### config.mk
export PLATFORM = sky130hd
export DESIGN_NAME = sdrl_ramp_limiter
export DESIGN_NICKNAME = d
export VERILOG_FILES = /design/src/sdrl_pkg.sv /design/src/sdrl_div.sv /design/src/sdrl_ramp_limiter.sv
export SDC_FILE = /design/constraint.sdc
export NUM_CORES = 2
export LEC_CHECK = 0
export BUFFER_PORTS_ARGS = -buffer_cell sky130_fd_sc_hd__clkbuf_2
export CORE_MARGIN = 1
export CORE_UTILIZATION = 55
export CTS_CLUSTER_DIAMETER = 60
export DETAILED_ROUTE_END_ITERATION = 7
export PLACE_DENSITY_LB_ADDON = 0.12
export SYNTH_ARGS = -nofsm -noshare
export SYNTH_HDL_FRONTEND = slang
export SYNTH_SLANG_ARGS = --single-unit
### constraint.sdc
create_clock -name mclk_i -period 12.6 [get_ports mclk_i]
set_input_delay 1.89 -clock mclk_i [delete_from_list [all_inputs] [get_ports mclk_i]]
set_output_delay 1.89 -clock mclk_i [all_outputs]
set_load 0.005 [all_outputs]
### src/sdrl_pkg.sv
package sdrl_pkg;

   // Clock and control tick
   localparam int unsigned CLK_HZ        = 250_000_000;
   localparam int unsigned TICK_MS       = 1;
   localparam int unsigned TICK_CYC_DEF  = CLK_HZ / 1000 * TICK_MS;

   // Register word indices on the Avalon address
   localparam int unsigned NCFG          = 12;
   localparam logic [3:0]  ADDR_METHOD    = 4'h0;
   localparam logic [3:0]  ADDR_UP_SHAPE  = 4'h1;
   localparam logic [3:0]  ADDR_DN_SHAPE  = 4'h2;
   localparam logic [3:0]  ADDR_UP_TIME   = 4'h3;
   localparam logic [3:0]  ADDR_SLOW_TIME = 4'h4;
   localparam logic [3:0]  ADDR_FAST_THR  = 4'h5;
   localparam logic [3:0]  ADDR_FAST_TIME = 4'h6;
   localparam logic [3:0]  ADDR_ABORT_THR = 4'h7;
   localparam logic [3:0]  ADDR_ABORT_TIM = 4'h8;
   localparam logic [3:0]  ADDR_UP_TIME_HS = 4'h9;
   localparam logic [3:0]  ADDR_SLOW_TM_HS = 4'ha;
   localparam logic [3:0]  ADDR_SPEED_LIM = 4'hb;
   localparam logic [3:0]  ADDR_FLOW_STAT = 4'hc;
   localparam logic [3:0]  ADDR_RAMP_STAT = 4'hd;

   // Values after reset, in index order 11 down to 0
   localparam logic [NCFG-1:0][15:0] CFG_RESET = {
      16'h01f4, 16'h015e, 16'h00c8, 16'h0001, 16'h0000, 16'h0064,
      16'h03e8, 16'h015e, 16'h0001, 16'h0000, 16'h0000, 16'h0000};

   // Ramp methods
   localparam logic [15:0] METHOD_OFF    = 16'h0000;
   localparam logic [15:0] METHOD_FIXED  = 16'h0001;
   localparam logic [15:0] METHOD_SPEED  = 16'h0002;

   // Flow scale, 1 unit = 0.1 % of maximum port flow
   localparam logic [15:0] FLOW_MAX      = 16'h03e8;
   localparam logic [31:0] FULL_SCALE_Q8 = 32'h0003e800;
   localparam logic [3:0]  SHAPE_MAX     = 4'ha;

   // Progressive curve breakpoints and segment slopes (Q8) at full shape
   localparam logic [9:0]  BRK_1         = 10'h032;
   localparam logic [9:0]  BRK_2         = 10'h078;
   localparam logic [9:0]  BRK_3         = 10'h14d;
   localparam int          SLOPE_SEG0    = 32'h033;
   localparam int          SLOPE_SEG1    = 32'h048;
   localparam int          SLOPE_SEG2    = 32'h0da;
   localparam int          SLOPE_SEG3    = 32'h2ab;
   localparam int          SLOPE_UNITY   = 32'h100;
   localparam int          TENTH_Q8      = 32'h01a;

   // Divider length
   localparam logic [5:0]  DIV_LAST      = 6'h1f;

   typedef enum logic [1:0] {PH_IDLE, PH_INTERP, PH_STEP, PH_APPLY} sdrl_phase_e;

endpackage : sdrl_pkg

### src/sdrl_div.sv
module sdrl_div
   import sdrl_pkg::*;
(
   input  wire logic        mclk_i,
   input  wire logic        rst_n_i,
   input  wire logic        start_i,
   input  wire logic [31:0] dividend_i,
   input  wire logic [15:0] divisor_i,
   output logic      [31:0] quotient_o,
   output logic             done_o
);

   typedef struct packed {
      logic        busy;
      logic [5:0]  cnt;
      logic [16:0] rem;
      logic [31:0] quo;
      logic [15:0] den;
      logic        done;
   } sdrl_div_s;

   sdrl_div_s s_reg;
   sdrl_div_s s_next;

   // Restoring division, one quotient bit per clock
   always_comb begin
      logic [16:0] shifted;
      shifted = 17'h00000;
      s_next = s_reg;
      s_next.done = 1'b0;
      if (start_i) begin
         s_next.busy = 1'b1;
         s_next.cnt  = 6'h00;
         s_next.rem  = 17'h00000;
         s_next.quo  = dividend_i;
         s_next.den  = divisor_i;
      end else if (s_reg.busy) begin
         shifted = {s_reg.rem[15:0], s_reg.quo[31]};
         s_next.quo = {s_reg.quo[30:0], 1'b0};
         if (shifted >= {1'b0, s_reg.den}) begin
            s_next.rem    = shifted - {1'b0, s_reg.den};
            s_next.quo[0] = 1'b1;
         end else begin
            s_next.rem = shifted;
         end
         s_next.cnt = s_reg.cnt + 6'h01;
         if (s_reg.cnt == DIV_LAST) begin
            s_next.busy = 1'b0;
            s_next.done = 1'b1;
         end
      end
   end

   always_ff @(posedge mclk_i or negedge rst_n_i) begin
      if (!rst_n_i) begin
         s_reg <= '0;
      end else begin
         s_reg <= s_next;
      end
   end

   assign quotient_o = s_reg.quo;
   assign done_o     = s_reg.done;

endmodule : sdrl_div

### src/sdrl_ramp_limiter.sv
// Design decisions made here: the Avalon-MM register port and the register offsets.
module sdrl_ramp_limiter
   import sdrl_pkg::*;
#(
   parameter int unsigned TICK_CYCLES = TICK_CYC_DEF
) (
   input  wire logic        mclk_i,
   input  wire logic        rst_n_i,
   input  wire logic [3:0]  avs_address_i,
   input  wire logic        avs_read_i,
   input  wire logic        avs_write_i,
   input  wire logic [31:0] avs_writedata_i,
   input  wire logic [3:0]  avs_byteenable_i,
   output logic      [31:0] avs_readdata_o,
   output logic             avs_waitrequest_o,
   input  wire logic [15:0] requested_port_flow_i,
   input  wire logic [15:0] vehicle_speed_i,
   output logic      [15:0] limited_port_flow_o,
   output logic             abort_active_o
);

   typedef struct packed {
      logic                   wait_r;
      logic [31:0]            rdata;
      logic [NCFG-1:0][15:0]  cfg;
      logic [31:0]            tick_cnt;
      sdrl_phase_e            phase;
      logic [17:0]            cur_mag;
      logic                   cur_neg;
      logic                   abort_act;
      logic [17:0]            tgt_mag;
      logic                   going_up;
      logic                   fast_on;
      logic                   interp_neg;
      logic [15:0]            t_base;
      logic [3:0]             shape;
      logic                   div_start;
      logic [31:0]            div_num;
      logic [15:0]            div_den;
      logic [15:0]            out_flow;
   } sdrl_state_s;

   sdrl_state_s s_reg;
   sdrl_state_s s_next;
   logic [1:0]  rst_sync;
   logic        rst_n;
   logic [31:0] div_quo;
   logic        div_done;

   // Reset is released through two flops so the state and divider flops leave reset together
   always_ff @(posedge mclk_i or negedge rst_n_i) begin
      if (!rst_n_i) begin
         rst_sync <= 2'b00;
      end else begin
         rst_sync <= {rst_sync[0], 1'b1};
      end
   end
   assign rst_n = rst_sync[1];

   sdrl_div u_div (
      .mclk_i     (mclk_i),
      .rst_n_i    (rst_n),
      .start_i    (s_reg.div_start),
      .dividend_i (s_reg.div_num),
      .divisor_i  (s_reg.div_den),
      .quotient_o (div_quo),
      .done_o     (div_done)
   );

   // Zero times would divide by zero; treat them as the least legal time
   function automatic logic [15:0] sdrl_tsafe(input logic [15:0] t);
      sdrl_tsafe = (t == 16'h0000) ? 16'h0001 : t;
   endfunction : sdrl_tsafe

   always_comb begin
      logic        req_neg;
      logic [15:0] req_abs;
      logic [9:0]  req_mag;
      logic [17:0] req_q8;
      logic [9:0]  cur_int;
      logic        rev;
      logic        up;
      logic        fast;
      logic        abort_now;
      logic        interp;
      logic [15:0] t_hi;
      logic [15:0] diff;
      logic [15:0] spd;
      logic [15:0] lim;
      logic [15:0] t_eff;
      logic [3:0]  shp;
      int          smax;
      int          slope_i;
      int          step_i;
      logic [17:0] step;
      logic [15:0] wval;
      logic [3:0]  idx;

      req_neg   = requested_port_flow_i[15];
      req_abs   = req_neg ? (16'h0000 - requested_port_flow_i) : requested_port_flow_i;
      req_mag   = (req_abs > FLOW_MAX) ? FLOW_MAX[9:0] : req_abs[9:0];
      req_q8    = {req_mag, 8'h00};
      cur_int   = s_reg.cur_mag[17:8];
      rev       = 1'b0;
      up        = 1'b0;
      fast      = 1'b0;
      abort_now = 1'b0;
      interp    = 1'b0;
      t_hi      = 16'h0000;
      diff      = 16'h0000;
      spd       = 16'h0000;
      lim       = s_reg.cfg[ADDR_SPEED_LIM];
      t_eff     = 16'h0000;
      shp       = 4'h0;
      smax      = SLOPE_UNITY;
      slope_i   = SLOPE_UNITY;
      step_i    = 0;
      step      = 18'h00000;
      wval      = 16'h0000;
      idx       = avs_address_i;
      s_next    = s_reg;
      s_next.div_start = 1'b0;

      // Avalon slave: one wait cycle, then waitrequest low for one edge
      if (!s_reg.wait_r) begin
         s_next.wait_r = 1'b1;
      end else if (avs_read_i || avs_write_i) begin
         s_next.wait_r = 1'b0;
         s_next.rdata  = 32'h00000000;
         if (avs_write_i && (32'(idx) < NCFG)) begin
            wval = s_reg.cfg[idx];
            if (avs_byteenable_i[0]) begin
               wval[7:0] = avs_writedata_i[7:0];
            end
            if (avs_byteenable_i[1]) begin
               wval[15:8] = avs_writedata_i[15:8];
            end
            s_next.cfg[idx] = wval;
         end else if (avs_read_i) begin
            if (32'(idx) < NCFG) begin
               s_next.rdata = {16'h0000, s_reg.cfg[idx]};
            end else if (idx == ADDR_FLOW_STAT) begin
               s_next.rdata = {16'h0000, s_reg.out_flow};
            end else if (idx == ADDR_RAMP_STAT) begin
               s_next.rdata = {28'h0000000, s_reg.fast_on, s_reg.going_up,
                               s_reg.cur_neg, s_reg.abort_act};
            end
         end
      end

      // Control tick
      if (s_reg.tick_cnt >= TICK_CYCLES - 1) begin
         s_next.tick_cnt = 32'h00000000;
      end else begin
         s_next.tick_cnt = s_reg.tick_cnt + 32'h00000001;
      end

      if (s_reg.cfg[ADDR_METHOD] != METHOD_FIXED &&
          s_reg.cfg[ADDR_METHOD] != METHOD_SPEED) begin
         // Bypass: follow the request at the next clock edge, with no tick wait
         s_next.cur_mag   = req_q8;
         s_next.cur_neg   = req_neg;
         s_next.abort_act = 1'b0;
         s_next.phase     = PH_IDLE;
      end else begin
         case (s_reg.phase)
            PH_IDLE: begin
               if (s_reg.tick_cnt >= TICK_CYCLES - 1) begin
                  rev = (s_reg.cur_mag != 18'h00000) && (req_mag != 10'h000) &&
                        (req_neg != s_reg.cur_neg);
                  up  = !rev && (req_q8 > s_reg.cur_mag);
                  if (s_reg.cur_mag == 18'h00000) begin
                     s_next.cur_neg = req_neg;
                  end
                  s_next.tgt_mag  = rev ? 18'h00000 : req_q8;
                  s_next.going_up = up;
                  fast = (s_reg.cfg[ADDR_FAST_THR] < FLOW_MAX) &&
                         ({6'h00, cur_int} > s_reg.cfg[ADDR_FAST_THR]);
                  abort_now = rev && !fast &&
                              (s_reg.cfg[ADDR_ABORT_THR] != FLOW_MAX) &&
                              ({6'h00, req_mag} > s_reg.cfg[ADDR_ABORT_THR]);
                  if (up || (s_reg.cur_mag == 18'h00000)) begin
                     s_next.abort_act = 1'b0;
                  end else if (abort_now) begin
                     s_next.abort_act = 1'b1;
                  end
                  s_next.fast_on = !up && fast && !s_reg.abort_act;
                  if (up) begin
                     t_eff = s_reg.cfg[ADDR_UP_TIME];
                     t_hi  = s_reg.cfg[ADDR_UP_TIME_HS];
                     shp   = s_reg.cfg[ADDR_UP_SHAPE][3:0];
                     interp = 1'b1;
                  end else if (s_reg.abort_act || abort_now) begin
                     t_eff = s_reg.cfg[ADDR_ABORT_TIM];
                  end else if (fast) begin
                     t_eff = s_reg.cfg[ADDR_FAST_TIME];
                  end else begin
                     t_eff = s_reg.cfg[ADDR_SLOW_TIME];
                     t_hi  = s_reg.cfg[ADDR_SLOW_TM_HS];
                     shp   = s_reg.cfg[ADDR_DN_SHAPE][3:0];
                     interp = 1'b1;
                  end
                  if (s_reg.cfg[ADDR_DN_SHAPE] > 16'(SHAPE_MAX) && !up) begin
                     shp = SHAPE_MAX;
                  end
                  if (s_reg.cfg[ADDR_UP_SHAPE] > 16'(SHAPE_MAX) && up) begin
                     shp = SHAPE_MAX;
                  end
                  s_next.shape  = shp;
                  s_next.t_base = sdrl_tsafe(t_eff);
                  interp = interp && (s_reg.cfg[ADDR_METHOD] == METHOD_SPEED) &&
                           (lim != 16'h0000);
                  if (interp) begin
                     // Linear blend between zero-speed time and time at the limit
                     spd  = (vehicle_speed_i > lim) ? lim : vehicle_speed_i;
                     s_next.interp_neg = t_hi < t_eff;
                     diff = (t_hi < t_eff) ? (t_eff - t_hi) : (t_hi - t_eff);
                     s_next.div_num   = 32'(diff) * 32'(spd);
                     s_next.div_den   = lim;
                     s_next.div_start = 1'b1;
                     s_next.phase     = PH_INTERP;
                  end else begin
                     s_next.div_num   = FULL_SCALE_Q8;
                     s_next.div_den   = sdrl_tsafe(t_eff);
                     s_next.div_start = 1'b1;
                     s_next.phase     = PH_STEP;
                  end
               end
            end
            PH_INTERP: begin
               if (div_done) begin
                  t_eff = s_reg.interp_neg ? (s_reg.t_base - div_quo[15:0])
                                           : (s_reg.t_base + div_quo[15:0]);
                  s_next.div_num   = FULL_SCALE_Q8;
                  s_next.div_den   = sdrl_tsafe(t_eff);
                  s_next.div_start = 1'b1;
                  s_next.phase     = PH_STEP;
               end
            end
            PH_STEP: begin
               if (div_done) begin
                  s_next.div_num = div_quo;
                  s_next.phase   = PH_APPLY;
               end
            end
            PH_APPLY: begin
               // Progressive shape scales the step by the segment slope
               if (cur_int < BRK_1) begin
                  smax = SLOPE_SEG0;
               end else if (cur_int < BRK_2) begin
                  smax = SLOPE_SEG1;
               end else if (cur_int < BRK_3) begin
                  smax = SLOPE_SEG2;
               end else begin
                  smax = SLOPE_SEG3;
               end
               slope_i = SLOPE_UNITY +
                         (((smax - SLOPE_UNITY) * int'(s_reg.shape) * TENTH_Q8) >>> 8);
               step_i  = (int'(s_reg.div_num[17:0]) * slope_i) >>> 8;
               step    = (step_i < 1) ? 18'h00001 : 18'(step_i);
               // Clamp to the target so the ramp never overshoots
               if (s_reg.going_up) begin
                  if ((s_reg.tgt_mag - s_reg.cur_mag) <= step) begin
                     s_next.cur_mag = s_reg.tgt_mag;
                  end else begin
                     s_next.cur_mag = s_reg.cur_mag + step;
                  end
               end else begin
                  if ((s_reg.cur_mag - s_reg.tgt_mag) <= step) begin
                     s_next.cur_mag = s_reg.tgt_mag;
                  end else begin
                     s_next.cur_mag = s_reg.cur_mag - step;
                  end
               end
               s_next.phase = PH_IDLE;
            end
            default: begin
               s_next.phase = PH_IDLE;
            end
         endcase
      end

      // Signed set-point handed to the spool loop
      s_next.out_flow = s_next.cur_neg ? (16'h0000 - {6'h00, s_next.cur_mag[17:8]})
                                       : {6'h00, s_next.cur_mag[17:8]};
   end

   always_ff @(posedge mclk_i or negedge rst_n) begin
      if (!rst_n) begin
         s_reg        <= '0;
         s_reg.wait_r <= 1'b1;
         s_reg.cfg    <= CFG_RESET;
         s_reg.phase  <= PH_IDLE;
      end else begin
         s_reg <= s_next;
      end
   end

   assign avs_readdata_o      = s_reg.rdata;
   assign avs_waitrequest_o   = s_reg.wait_r;
   assign limited_port_flow_o = s_reg.out_flow;
   assign abort_active_o      = s_reg.abort_act;

endmodule : sdrl_ramp_limiter

==> out/qor.tcl <==
set qor(outcome) {finished with violations}
set qor(violations) {setup timing}
set qor(ant_nets) 0
set qor(drc_errors) 0
set qor(max_slew_margin_pct) 5.69
set qor(first_global_vias) 47679
set qor(critical_path_peak_fanout) 7
set qor(yosysWarningCount) 0
set qor(wl_per_cell_um) 19.0
set qor(dp.final_hpwl_um) 125000
set qor(cts.hold.buffers_added) 0
set qor(placement.io_buffers) 91
set qor(n_fill_cell) 7897
set qor(synth_area_mm2) 0.0548
set qor(synth-compound-area-share_pct) 11.3
set qor(cts_buffer_depth) 3
set qor(syn_area_per_cell_um2) 8.96
set qor(min_period_over_period_pct) 138
set qor(min_path_type) {reg -> reg}
set qor(worstSetupEndpointType) {register}
set qor(timing.critical_path.required_ns) 13.15
set qor(clkTransAtPathRegs_ns) 0.06
set qor(cts_buffers) 53
set qor(dr.pass1.iters) 6
set qor(worst-slew-pin-transition_ns) 1.41
set qor(synth-edff-count) 0
set qor(maximum_clock_rate_ghz) 0.0574
set qor(finClkSkew_ns) 0.0401
set qor(post_synth_inst_count) 6118
set qor(synthMuxAreaShare_pct) 8.32
set qor(cp.buffers_inverters) 13
set qor(clock_tree.htree_level_count) 2
set qor(die_area_mm2) 0.101
set qor(yosysSeqAreaShare_pct) 19.7
set qor(post-synth-top-area-cell) {sky130_fd_sc_hd__fa_1}
set qor(critical_path.max_stage_delay_ns) 0.56
set qor(tritoncts) {built}
set qor(num_vias) 46101
set qor(final.setup.worst_slack_ns) -4.81
set qor(critPathKind) {reg -> reg}
set qor(critical_path.startpoint_type) {register}
set qor(detail_route.iter0.violations) 3148
set qor(cp_top_family) {adder cells}
set qor(synth.distinct_cells) 102
set qor(synth_top_cells_by_area) {sky130_fd_sc_hd__fa_1, sky130_fd_sc_hd__dfrtp_1, sky130_fd_sc_hd__ha_1, sky130_fd_sc_hd__inv_1, sky130_fd_sc_hd__mux2_2}
set qor(post_synth_xor_area_fraction_pct) 3.86
set qor(largest_family_of_logic_cells_by_synthesized_area) {adder cells}
set qor(netlist.area_leader.share_pct) 20.8
set qor(setup_viol) 53
set qor(cts_root_buffer) {sky130_fd_sc_hd__clkbuf_16}
set qor(floorplan.die.width_um) 318
set qor(critPathSlowestCell) {sky130_fd_sc_hd__fa_1}
set qor(synth-async-reset-ratio_pct) 100
set qor(finalHoldViolCount) 0
set qor(timing_max_transition_violations_final) 0
set qor(layout_cells_sized_above_1_pct) 28.0
set qor(cts_sinks) 429
set qor(std_cell_rows) 115
set qor(postSynth.topFlopCell) {sky130_fd_sc_hd__dfrtp_1}
set qor(insertion_delay_ns) 0.66
set qor(grt_pass1_wl_um) 256000
set qor(finish.net_count) 8119
set qor(post-route-min-period_ns) 17.41
set qor(synthMostInstantiatedCell) {sky130_fd_sc_hd__inv_1}
set qor(area.growth.synth_to_final_pct) 24.5
set qor(synth_seq_cells) 429
set qor(synthSimpleGateAreaFrac_pct) 15.2
set qor(die_h_um) 318
set qor(arrival_ns) 17.96
set qor(globalRoute.totalOverflow) 0
set qor(floorplan.core_area_mm2) 0.0986
set qor(gr-usage-all-layers_pct) 31.6
set qor(timing.critical_path.mode_cell) {sky130_fd_sc_hd__fa_1}
set qor(grt_max_degree) 151
set qor(synth_fa_ha_area_share_pct) 32.2
set qor(gp_routability_congestion) 0.944
set qor(preCtsSetupSlack_ns) -5.30
set qor(top_level_ports) 126
set qor(avgViaCountPerCell) 5.55
set qor(drv_cap) 0
set qor(synth_common_cells) {sky130_fd_sc_hd__inv_1, sky130_fd_sc_hd__nand2_1, sky130_fd_sc_hd__fa_1}
set qor(route.final.wire_length_um) 158000
set qor(number_of_antenna_violations_at_the_first_check_in_global_routing) 0
set qor(rsz_0062_raised_after_global_routing) {yes}
set qor(starting_density_of_the_core_pct) 55.6
-- stage by stage --
stage	cell area (µm²)	utilization, %	setup TNS [ns]	hold slack (ns)	instances
floorplan	55900	-	-161.36	0.331	6147
finish	68200	69.2	-164.40	0.348	8307
global route	68200	69.2	-196.01	0.362	8306
CTS	66900	67.9	-161.78	0.353	8266
global placement	63100	64.0	-193.59	0.336	8072
detailed placement	63100	64.0	-202.52	0.341	8072
-- routing by layer --
| metal | global-route usage (%) | up-vias | wire length [µm] |
|---|---|---|---|
| li1 | - | 21632 | - |
| met1 | 43.1 | 22980 | 69200 |
| met2 | 52.1 | 1218 | 74700 |
| met3 | 3.89 | 271 | 8760 |
| met4 | 10.5 | 0 | 5450 |
| met5 | 0 | - | 0 |
-- kinds of logic (layout without fill, tap and decap cells) --
| logic type | count (synthesis) | count (layout) |
|---|---|---|
| AO/OA/AOI/OAI | 969 | 969 |
| AND/OR/NAND/NOR | 1729 | 1729 |
| XOR/XNOR | 231 | 231 |
| adder cells (fa/ha/maj) | 1068 | 1068 |
| other | 2 | 32 |
| multiplexers | 369 | 369 |
| flip-flops | 429 | 429 |
| buffers and inverters | 1321 | 2193 |
-- repair_timing --
item	4_1_cts	5_1_grt
resized for setup	266	212
endpoints found under the setup margin	54	55
buffers inserted	106	55
cloned	1	1
pin swaps	251	230
-- placed cells by master (no fill, tap or decap), drive strengths merged, types with 74 or more instances in the layout --
cell / Yosys / layout
clkbuf: 240 / 162
mux2i: 98 / 98
and2: 246 / 246
buf: 80 / 1002
xnor2: 151 / 151
xor2: 74 / 74
nor2b: 85 / 85
o21ai: 299 / 299
a21o: 95 / 95
fa: 571 / 571
mux2: 224 / 224
a21oi: 216 / 216
nor2: 342 / 342
nand2: 665 / 665
inv: 1000 / 1010
ha: 497 / 497
dfrtp: 396 / 396
-- worst paths after layout --
check	slack (ns)	from	cells past startpoint	to
max in group asynchronous	9.79	rst_sync[1]	2	u_div.s_reg[61]
worst max register to register	-4.81	s_reg[119]	85	limited_port_flow_o[8]
worst min-delay path	0.35	rst_sync[0]	0	rst_sync[1]
worst min register to register	0.35	rst_sync[0]	0	rst_sync[1]
min in group asynchronous	0.49	rst_sync[1]	0	async pin
worst max-delay path	-4.81	s_reg[119]	85	limited_port_flow_o[8]
-- area by class of cell --
type	instances	area [µm²]	share of cell area, %
Sequential cell	429	10800	15.8
Clock inverter	27	332	0.486
Antenna cell	1	2.50	0.00367
Multi-Input combinational cell	4397	41700	61.1
Clock buffer	72	1510	2.21
Tap cell	1287	1610	2.36
Timing Repair Buffer	1093	8510	12.5
Inverter	1001	3760	5.51
Power is not shown: default switching activity piles up to over one toggle a cycle in this logic, so the estimate is an artifact.
